## config.mk

```make
export PLATFORM = sky130hd
export DESIGN_NAME = pcgb_gate_bank
export DESIGN_NICKNAME = d
export VERILOG_FILES = /design/src/pcgb_gate_bank.v /design/src/pcgb_clk_gate.v
export VERILOG_INCLUDE_DIRS = /design/src
export SDC_FILE = /design/constraint.sdc
export NUM_CORES = 1
export LEC_CHECK = 0
export ABC_CLOCK_PERIOD_IN_PS = 1500
export BUFFER_PORTS_ARGS = -buffer_cell sky130_fd_sc_hd__buf_2
export CORE_MARGIN = 3
export CORE_UTILIZATION = 45
export CTS_CLUSTER_DIAMETER = 40
export CTS_CLUSTER_SIZE = 16
export DETAILED_ROUTE_END_ITERATION = 8
export PLACE_DENSITY = 0.79
export SLEW_MARGIN = 25
export SYNTH_ARGS = -nofsm -noshare
export SYNTH_HDL_FRONTEND = slang
export SYNTH_SLANG_ARGS = --single-unit
export TNS_END_PERCENT = 10
```

## constraint.sdc

```tcl
create_clock -name clk_in -period 1.5 [get_ports clk_in]
set_clock_uncertainty 0.15 [all_clocks]
set_input_delay 0.075 -clock clk_in [delete_from_list [all_inputs] [get_ports clk_in]]
set_output_delay 0.075 -clock clk_in [all_outputs]
set_load 0.01 [all_outputs]
```

## src/pcgb_regs.vh

```
// Purpose: constants for the peripheral clock gating bank
// Assumes: 16-bit registers reached over a plain address/strobe port
// Notes:   offsets are word indices on the local register port
// Function
// - first register bit 6 stops the i2c clock when set
// - first register bit 4 stops card controller 0 clock when set
// - first register bit 3 stops dma 0 clock when set
// - first register bit 2 stops the serial port clock when set
// - first register bit 1 stops the spi clock when set
// - first register bit 0 stops audio port 3 clock when set
// - second register bits 15..7 read zero; bits 6..0 writable gates, reset 0
// - second register gate bits stop their clock when 1; bit 6 covers analog regs
`ifndef PCGB_REGS_VH
`define PCGB_REGS_VH

// ----------------------------------------------------------------
// register map
// ----------------------------------------------------------------
`define PCGB_ADDR_W        4
`define PCGB_OFF_CFG_ONE   4'h0
`define PCGB_OFF_CFG_TWO   4'h1

// ----------------------------------------------------------------
// field positions
// ----------------------------------------------------------------
`define PCGB_BIT_AUDIO3    0
`define PCGB_BIT_SPI       1
`define PCGB_BIT_SERIAL    2
`define PCGB_BIT_DMA0      3
`define PCGB_BIT_CARD0     4
`define PCGB_BIT_RSVD5     5
`define PCGB_BIT_I2C       6
`define PCGB_BIT_DISPLAY   0
`define PCGB_BIT_ADC       1
`define PCGB_BIT_USB       2
`define PCGB_BIT_DMA1      3
`define PCGB_BIT_DMA2      4
`define PCGB_BIT_DMA3      5
`define PCGB_BIT_ANALOG    6

// ----------------------------------------------------------------
// reset values and masks
// ----------------------------------------------------------------
`define PCGB_ONE_RST       7'h00
`define PCGB_TWO_RST       7'h00
`define PCGB_GATE_W        7
`define PCGB_NUM_CLK       13

`endif

```

## src/pcgb_gate_bank.v

```verilog
// Purpose: peripheral clock gating bank with two configuration registers
// Assumes: single clk_in at 40 MHz, asynchronous active-high reset
// Notes:   gated clocks are derived from clk_in; 1 in a gate bit stops it
//
// The register offsets and the plain strobed port were chosen for this implementation.
`timescale 1ns/1ps
`default_nettype none
`include "pcgb_regs.vh"

module pcgb_gate_bank
(
  input  wire                    clk_in,
  input  wire                    rst_in,
  input  wire [`PCGB_ADDR_W-1:0] addr_in,
  input  wire [15:0]             wdata_in,
  input  wire                    wr_in,
  input  wire                    rd_in,
  output reg  [15:0]             rdata_out,
  output wire                    i2c_clk_out,
  output wire                    card0_clk_out,
  output wire                    dma0_clk_out,
  output wire                    serial_clk_out,
  output wire                    spi_clk_out,
  output wire                    audio3_clk_out,
  output wire                    analog_regs_clk_out,
  output wire                    dma3_clk_out,
  output wire                    dma2_clk_out,
  output wire                    dma1_clk_out,
  output wire                    usb_clk_out,
  output wire                    adc_clk_out,
  output wire                    display_clk_out
);

  // ----------------------------------------------------------------
  // register storage
  // ----------------------------------------------------------------
  reg  [`PCGB_GATE_W-1:0] peripheral_gate_cfg_one_q;
  reg  [`PCGB_GATE_W-1:0] peripheral_gate_cfg_two_q;
  wire [`PCGB_NUM_CLK-1:0] stop_vec;

  // ----------------------------------------------------------------
  // address decode
  // ----------------------------------------------------------------
  // true when the register index selects the given word;
  // shared by the write and the read port so both decode alike
  function reg_hit;
    input [`PCGB_ADDR_W-1:0] addr;
    input [`PCGB_ADDR_W-1:0] offset;
    begin
      reg_hit = (addr == offset);
    end
  endfunction

  // register writes; serial, usb permission and adc/display setting are software's job
  always @(posedge clk_in or posedge rst_in)
  begin
    if (rst_in)
    begin
      peripheral_gate_cfg_one_q <= `PCGB_ONE_RST;
      peripheral_gate_cfg_two_q <= `PCGB_TWO_RST;
    end
    else if (wr_in)
    begin
      if (reg_hit(addr_in, `PCGB_OFF_CFG_ONE))
      begin
        peripheral_gate_cfg_one_q <= wdata_in[`PCGB_GATE_W-1:0];
      end
      else if (reg_hit(addr_in, `PCGB_OFF_CFG_TWO))
      begin
        peripheral_gate_cfg_two_q <= wdata_in[`PCGB_GATE_W-1:0];
      end
    end
  end

  // ----------------------------------------------------------------
  // register read port
  // ----------------------------------------------------------------
  // read data one cycle after the strobe, zero otherwise
  always @(posedge clk_in or posedge rst_in)
  begin
    if (rst_in)
    begin
      rdata_out <= 16'h0000;
    end
    else if (rd_in && reg_hit(addr_in, `PCGB_OFF_CFG_ONE))
    begin
      rdata_out <= {9'h000, peripheral_gate_cfg_one_q};
    end
    else if (rd_in && reg_hit(addr_in, `PCGB_OFF_CFG_TWO))
    begin
      rdata_out <= {9'h000, peripheral_gate_cfg_two_q};
    end
    else
    begin
      rdata_out <= 16'h0000;
    end
  end

  // ----------------------------------------------------------------
  // gate mapping
  // ----------------------------------------------------------------
  assign stop_vec[0]  = peripheral_gate_cfg_one_q[`PCGB_BIT_I2C];
  assign stop_vec[1]  = peripheral_gate_cfg_one_q[`PCGB_BIT_CARD0];
  assign stop_vec[2]  = peripheral_gate_cfg_one_q[`PCGB_BIT_DMA0];
  assign stop_vec[3]  = peripheral_gate_cfg_one_q[`PCGB_BIT_SERIAL];
  assign stop_vec[4]  = peripheral_gate_cfg_one_q[`PCGB_BIT_SPI];
  assign stop_vec[5]  = peripheral_gate_cfg_one_q[`PCGB_BIT_AUDIO3];
  assign stop_vec[6]  = peripheral_gate_cfg_two_q[`PCGB_BIT_ANALOG];
  assign stop_vec[7]  = peripheral_gate_cfg_two_q[`PCGB_BIT_DMA3];
  assign stop_vec[8]  = peripheral_gate_cfg_two_q[`PCGB_BIT_DMA2];
  assign stop_vec[9]  = peripheral_gate_cfg_two_q[`PCGB_BIT_DMA1];
  assign stop_vec[10] = peripheral_gate_cfg_two_q[`PCGB_BIT_USB];
  assign stop_vec[11] = peripheral_gate_cfg_two_q[`PCGB_BIT_ADC];
  assign stop_vec[12] = peripheral_gate_cfg_two_q[`PCGB_BIT_DISPLAY];

  // bit 5 of the first register is storage only; it gates nothing,
  // so software that forgets to set it loses no clock

  // ----------------------------------------------------------------
  // one glitch-free gate per peripheral clock
  // ----------------------------------------------------------------
  // i2c controller clock
  pcgb_clk_gate u_gate_i2c
  (
    .clk_in   (clk_in),
    .stop_in  (stop_vec[0]),
    .gclk_out (i2c_clk_out)
  );

  // card controller 0 clock
  pcgb_clk_gate u_gate_card0
  (
    .clk_in   (clk_in),
    .stop_in  (stop_vec[1]),
    .gclk_out (card0_clk_out)
  );

  // dma controller 0 clock
  pcgb_clk_gate u_gate_dma0
  (
    .clk_in   (clk_in),
    .stop_in  (stop_vec[2]),
    .gclk_out (dma0_clk_out)
  );

  // serial port clock
  pcgb_clk_gate u_gate_serial
  (
    .clk_in   (clk_in),
    .stop_in  (stop_vec[3]),
    .gclk_out (serial_clk_out)
  );

  // spi controller clock
  pcgb_clk_gate u_gate_spi
  (
    .clk_in   (clk_in),
    .stop_in  (stop_vec[4]),
    .gclk_out (spi_clk_out)
  );

  // audio port 3 clock
  pcgb_clk_gate u_gate_audio3
  (
    .clk_in   (clk_in),
    .stop_in  (stop_vec[5]),
    .gclk_out (audio3_clk_out)
  );

  // analog control register clock
  pcgb_clk_gate u_gate_analog
  (
    .clk_in   (clk_in),
    .stop_in  (stop_vec[6]),
    .gclk_out (analog_regs_clk_out)
  );

  // dma controller 3 clock
  pcgb_clk_gate u_gate_dma3
  (
    .clk_in   (clk_in),
    .stop_in  (stop_vec[7]),
    .gclk_out (dma3_clk_out)
  );

  // dma controller 2 clock
  pcgb_clk_gate u_gate_dma2
  (
    .clk_in   (clk_in),
    .stop_in  (stop_vec[8]),
    .gclk_out (dma2_clk_out)
  );

  // dma controller 1 clock
  pcgb_clk_gate u_gate_dma1
  (
    .clk_in   (clk_in),
    .stop_in  (stop_vec[9]),
    .gclk_out (dma1_clk_out)
  );

  // usb controller clock; its pll is not touched here
  pcgb_clk_gate u_gate_usb
  (
    .clk_in   (clk_in),
    .stop_in  (stop_vec[10]),
    .gclk_out (usb_clk_out)
  );

  // adc clock
  pcgb_clk_gate u_gate_adc
  (
    .clk_in   (clk_in),
    .stop_in  (stop_vec[11]),
    .gclk_out (adc_clk_out)
  );

  // display controller clock
  pcgb_clk_gate u_gate_display
  (
    .clk_in   (clk_in),
    .stop_in  (stop_vec[12]),
    .gclk_out (display_clk_out)
  );

endmodule
`default_nettype wire

```

## src/pcgb_clk_gate.v

```verilog
// Purpose: glitch-free clock gate for one peripheral clock
// Assumes: stop request is synchronous to clk_in
// Notes:   enable is retimed on the falling edge, so it only moves while the clock is low
`timescale 1ns/1ps
`default_nettype none

module pcgb_clk_gate
(
  input  wire clk_in,
  input  wire stop_in,
  output wire gclk_out
);

  reg en_q;

  // falling-edge flop keeps enable steady through every high phase, no latch needed
  always @(negedge clk_in)
  begin
    en_q <= !stop_in;
  end

  assign gclk_out = clk_in & en_q;

endmodule
`default_nettype wire

```

# Word-level counts from Yosys, hierarchy flattened
# Cells that the tools add are included.
[word_totals]
regBits = 43
inputBits = 24
word_cells = 51
[op_classes]
n_eq_ne = 1
n_mux = 2
bitwise_logic = 14
n_reduce_logical = 18
[ops]
columns = ["operator", "count"]
rows = [
  ["7-bit 2-to-1 mux", 2],
  ["1-bit AND", 13],
  ["1-bit zero test", 13],
  ["4-bit by 1-bit == test with 1-bit output (second input constant)", 1],
  ["4-bit zero test", 1],
  ["3-bit AND reduction", 1],
  ["1-bit logical AND", 2],
  ["2-bit AND reduction", 1],
  ["1-bit NOT", 1],
]

# Depth between registers and ports, before layout
# Gate-level depths: netlist (run 1).
[logic_depth]
word_depth = 4
depth_mapped = 3
mapped_depth_nobuf = 3

# Cells and area by module
# From an unflattened synthesis (run 1), not the netlist that was laid out.
[hier_totals]
hier_cells = 113
hier_area_um2 = 1347.5
[by_module_without_submodules]
columns = ["mod", "instances", "cells_per_inst", "area_each_um2", "seq_area_each_um2"]
rows = [
  ["pcgb_gate_bank", 1, 61, 908.4, 525.5],
  ["pcgb_clk_gate", 13, 4, 33.8, 20.0],
]

==> results of run 1 <==
-- area by class of cell --
class,count,area [sq um],area share [%]
clock buffers,28,259,13.8
well taps,31,38.8,2.07
clock inverters,16,60.1,3.20
inverters,14,52.6,2.80
repair buffers,33,223,11.9
flip-flops and latches,34,787,42.0
multi-input cells,50,454,24.2
-- critical path, stage by stage, from the launching register on --
cell	delay, ns
dfxtp_2	0.30
and2_4	0.13
buf_6	0.11
-- synthesized netlist by cell type (all sizes together) --
| cell | number | share of area, % |
|---|---|---|
| nor4b | 1 | 1.8 |
| mux2 | 14 | 12 |
| and2b | 1 | 0.56 |
| nor4 | 1 | 1.6 |
| nand2b | 1 | 0.47 |
| inv | 15 | 4.2 |
| nand3b | 1 | 1.5 |
| nor2 | 1 | 0.85 |
| dfxtp | 13 | 20 |
| nand3 | 1 | 1.3 |
| dfrtp | 21 | 39 |
| buf | 9 | 5.1 |
| and2 | 13 | 6.1 |
| a22o | 7 | 4.6 |
| clkbuf | 1 | 0.28 |
| conb | 1 | 0.28 |
-- worst paths after layout --
| kind | start | end | slack, ns | depth (start not counted) |
|---|---|---|---|---|
| worst max register to register | peripheral_gate_cfg_two_q[1] | u_gate_adc.en_q | 0.09 | 1 |
| worst min register to register | peripheral_gate_cfg_two_q[4] | rdata_out[4] | 0.37 | 1 |
| worst max-delay path | u_gate_card0.en_q | card0_clk_out | -0.53 | 2 |
| worst min-delay path | rst_in | peripheral_gate_cfg_two_q[3] | 0.04 | 4 |
| max in group asynchronous | rst_in | peripheral_gate_cfg_one_q[2] | 0.94 | 4 |
| min in group clk_in | rd_in | rdata_out[4] | 0.07 | 4 |
-- through the flow --
stage	power [mW]	hold slack [ns]	cell area, sq um
after floorplan	1.77	-0.0985	1360
after global placement	2.01	-0.0406	1510
after detailed placement	2.04	-0.0345	1510
after CTS	3.57	0.0340	1870
after global routing	3.79	0.0807	1870
final	3.55	0.0422	1870
-- routing by layer --
| metal | vias to the layer above | part of all wire [%] | global-route usage [%] |
|---|---|---|---|
| met5 | - | 0 | 0 |
| met4 | 0 | 4.6 | 22.0 |
| met3 | 14 | 11 | 10.0 |
| met2 | 44 | 50 | 23.1 |
| met1 | 437 | 34 | 12.8 |
| li1 | 455 | - | - |
-- repair_timing --
item                                   CTS  global route
setup endpoints to repair               26            26
gates cloned                             0             0
hold buffers                            11             0
endpoints found under the hold margin   42             0
resized for setup                        4             3
pin swaps                               12             0
-- power groups by stage --
stage | logic, mW | clock network, mW | registers [mW]
floorplan | 0.163 | 0.441 | 1.17
global placement | 0.191 | 0.646 | 1.18
detailed placement | 0.202 | 0.646 | 1.19
CTS | 0.225 | 2.17 | 1.17
global route | 0.252 | 2.34 | 1.20
finish | 0.226 | 2.15 | 1.18
-- logic make-up (layout without fill, tap and decap cells) --
family,count (synthesis),in the layout,synth area share [%]
other cells,1,9,0.281
mux,14,14,12.4
buf+inv,25,91,9.58
flops,34,34,59.0
simple gates,20,20,14.2
compound gates,7,7,4.60
==> impl_metrics.toml, run 1 <==
[die]
die_x_microns = 60.4
core_area_sq_mm = 0.00278
rows = 19
die_area_sq_mm = 0.00365
initial_core_util_pct = 47.9
dieHeight_microns = 60.4
ios = 53

[flow_run]
cap_violations = 0

[place]
dp_cells = 165
place_congestion = 0.692
dp_hpwl_mm = 1.53
io_buffer_count = 34
dp_worst_setup_slack_ns = -0.0142

[setup_path]
setup.worst_path.class = "register to output port"
crit_path_end_kind = "output port"
start_kind = "register"
cp.required_ns = 1.27
critPathArrivalTime_ns = 1.80
crit_fanout = 1

[global_route]
grt_max_degree = 22
grt_first_pass_wirelength_mm = 3.86
grt.overflow.total = 0
grt_pass1_vias = 1013
antenna_found_initial = 0
grtUsageTotal_pct = 16.1

[logic_synthesis]
synth_cell_types = 17
synth_cells = 101
syn_avg_cell_area_sq_um = 13.2
yosys_register_bits = 34
syn-cell-area_sq_mm = 0.00133
yosys_warnings = 0
synth_seq_area_share_pct = 59.0

[drt]
drtIter0Drc = 25
dr_total_vias = 950
postRouteAntennaNets = 0
drc = 0
viasPerCell = 4.61
wl_mm = 2.56
wire_per_inst_microns = 12.4
dr.pass1.iters = 4

[final_layout]
biggestRegsByFlops = "peripheral_gate_cfg_one_q x7, peripheral_gate_cfg_two_q x7, rdata_out x7"
diodes = 0
final_common_cell = "buf_2"
final_layout_size_suffix_gt1_share_pct = 40.0
area.growth.synth_to_final_pct = 40.7
final-instance-count-excl-fill = 206
final_cell_mix = "buf_2 (32), inv_1 (27), dfrtp_1 (21), mux2_2 (12), dfxtp_1 (12)"
nets = 196
final_core_util_pct = 67.4
fillerInstances = 210

[sta]
finalHoldViolations = 0
fin_setup_tns_ns = -6.61
finalSetupViolations = 26
maxSlewHeadroom_pct = 64.8
setup_slack_ns = -0.525
tightestPinTransition_ns = 0.526
grt_setup_unrepaired = "true"
slew_viol_final = 0

[power_and_ir_drop]
p_seq_share_pct = 33.2
swShare_pct = 30.7
switchingPower_mw = 1.09
intPower_mw = 2.46
power.share.clock_pct = 60.5
combPwrFrac_pct = 6.4
power.leakage_nw = 1.02
ir_drop_mv = 1.63
power-per-cell-area_mw_per_mm2 = 1890

[outcome]
violations = "setup timing"
outcome = "finished, violations left"

[clock_tree]
path_clk_slew_ns = 0.10
insertion_delay_ns = 0.45
post_cts_buffers = 0
cts_tree = "done"

[min_path]
hp-class = "input pin to asynchronous set/reset pin"
(Power assumes the default switching activity.)
==> run 2: changes to the inputs <==
ABC_CLOCK_PERIOD_IN_PS = 2000   (was 1500)
clock period = 2 ns   (was 1.5 ns; I/O delays follow)
==> run 2 against run 1 <==
Net effect: the flow still finishes with violations (setup timing); clock power down 27%; sequential power down 25%; power down 26%; cell area up 0.20%; via count is 0.84% higher; register-to-register slack better by 0.25 ns; critical path depth did not move; clock-buffer cell count grew 1; non-clock buffer count is 1 higher; utilization increased by 0.13 points; sequential share of layout area decreased by 0.15 points; critical path type unchanged.
==> impl_metrics.toml, run 2 (synthesis gave the netlist of run 1 again) <==
[outcome]
violations = "setup timing"
outcome = "finished, violations left"

[die]
ios = 53
dieHeight_microns = 60.4
die_x_microns = 60.4
core_area_sq_mm = 0.00278
initial_core_util_pct = 47.9
die_area_sq_mm = 0.00365
rows = 19

[place]
dp_hpwl_mm = 1.54
dp_cells = 164
io_buffer_count = 34
place_congestion = 0.692
dp_worst_setup_slack_ns = 0.207

[power_and_ir_drop]
power-per-cell-area_mw_per_mm2 = 1400
total_power_mw = 2.64
ir_drop_mv = 0.998
power.leakage_nw = 1.03

[drt]
drt-met1-wl_microns = 856
top_layer_used = "met4"
wl_met2_mm = 1.25
dr_total_vias = 958
wire_per_inst_microns = 11.9
drc = 0
dr.pass1.iters = 5
viasPerCell = 4.63
postRouteAntennaNets = 0
drtIter0Drc = 26
wl_mm = 2.47
met3_length_microns = 274

[final_layout]
biggestRegsByFlops = "peripheral_gate_cfg_one_q x7, peripheral_gate_cfg_two_q x7, rdata_out x7"
multi_input_area_sq_um = 449
fillerInstances = 205
final-instance-count-excl-fill = 207
final_layout_size_suffix_gt1_share_pct = 39.2
diodes = 0
area.growth.synth_to_final_pct = 40.9
final_common_cell = "buf_2"
final_cell_mix = "buf_2 (34), inv_1 (27), dfrtp_1 (21)"
nets = 197
regArea_sq_um = 786

[global_route]
grt.overflow.total = 0
antenna_found_initial = 0
grt_max_degree = 22
grt_first_pass_wirelength_mm = 3.80
grt_pass1_vias = 1002
grtUsageTotal_pct = 15.2

[clock_tree]
path_clk_slew_ns = 0.11
cts.repair.resized = 0
insertion_delay_ns = 0.45
cts_tree = "done"

[setup_path]
crit_path_end_kind = "output port"
crit_fanout = 1
critPathArrivalTime_ns = 2.06
cp.required_ns = 1.75
setup.worst_path.class = "register to output port"
start_kind = "register"

[min_path]
hp-class = "input pin to register"

[sta]
maxSlewHeadroom_pct = 47.0
tightestPinTransition_ns = 0.795
worst_hold_slack_ns = 0.0835
grt_setup_unrepaired = "true"
finalSetupViolations = 26
finalHoldViolations = 0
slew_viol_final = 0
setup_slack_ns = -0.311
fin_setup_tns_ns = -3.77

[flow_run]
cap_violations = 0
-- run 2: cell count changes in the layout (fill, tap and decap cells not counted), sizes merged --
cell	previous run	this run
clkinv	3	2
buf	35	34
clkbuf	15	16
dlygate4sd3	11	13
-- run 2: final cells by class --
cell class | count | area share [%]
clock buffer | 29 | 13.5
clock inverter | 15 | 3.33
inverter | 14 | 2.80
multi-input combinational | 50 | 23.9
sequential | 34 | 41.8
tap | 31 | 2.07
timing repair buffer | 34 | 12.5
-- run 2: power breakdown --
group	total [mW]	internal (mW)	switching, mW
logic	0.180	0.107	0.0722
clock network	1.58	0.892	0.685
registers	0.880	0.818	0.0620
-- run 2: final timing paths --
kind                                              start                      endpoint  slack (ns)  cells past startpoint
hold reg to reg            peripheral_gate_cfg_two_q[4]                  rdata_out[4]        0.37                      1
min in group asynchronous                        rst_in  peripheral_gate_cfg_one_q[6]        0.20                      3
setup reg to reg           peripheral_gate_cfg_one_q[2]            u_gate_serial.en_q        0.34                      1
max in group asynchronous                        rst_in  peripheral_gate_cfg_two_q[6]        1.01                      3
hold / removal                                    rd_in                  rdata_out[4]        0.08                      4
setup / recovery                       u_gate_dma3.en_q                  dma3_clk_out       -0.31                      2
-- run 2: repair_timing --
action                                  CTS  global route
endpoints found under the hold margin    42             0
pin swaps                                12             0
hold buffers                             13             0
endpoints found under the setup margin   26            26
buffers inserted                          0             0
-- run 2: per-stage QoR --
step	utilization, %	instance area [sq um]
2_1_floorplan	-	1360
4_1_cts	67.5	1880
3_5_place_dp	53.9	1500
6_report	67.5	1880
3_3_place_gp	53.9	1500
5_1_grt	67.5	1880
-- run 2: per-layer routing --
| layer | GRT usage, % | vias to the layer above |
|---|---|---|
| li1 | - | 454 |
| met1 | 12.8 | 445 |
| met4 | 14.6 | 0 |
| met2 | 23.5 | 47 |
| met5 | 0 | - |
| met3 | 10.4 | 12 |
-- run 2: critical path: stages, from the launching register on --
cell and delay (ns):
dfxtp_1 0.29, and2_1 0.12, buf_2 0.13
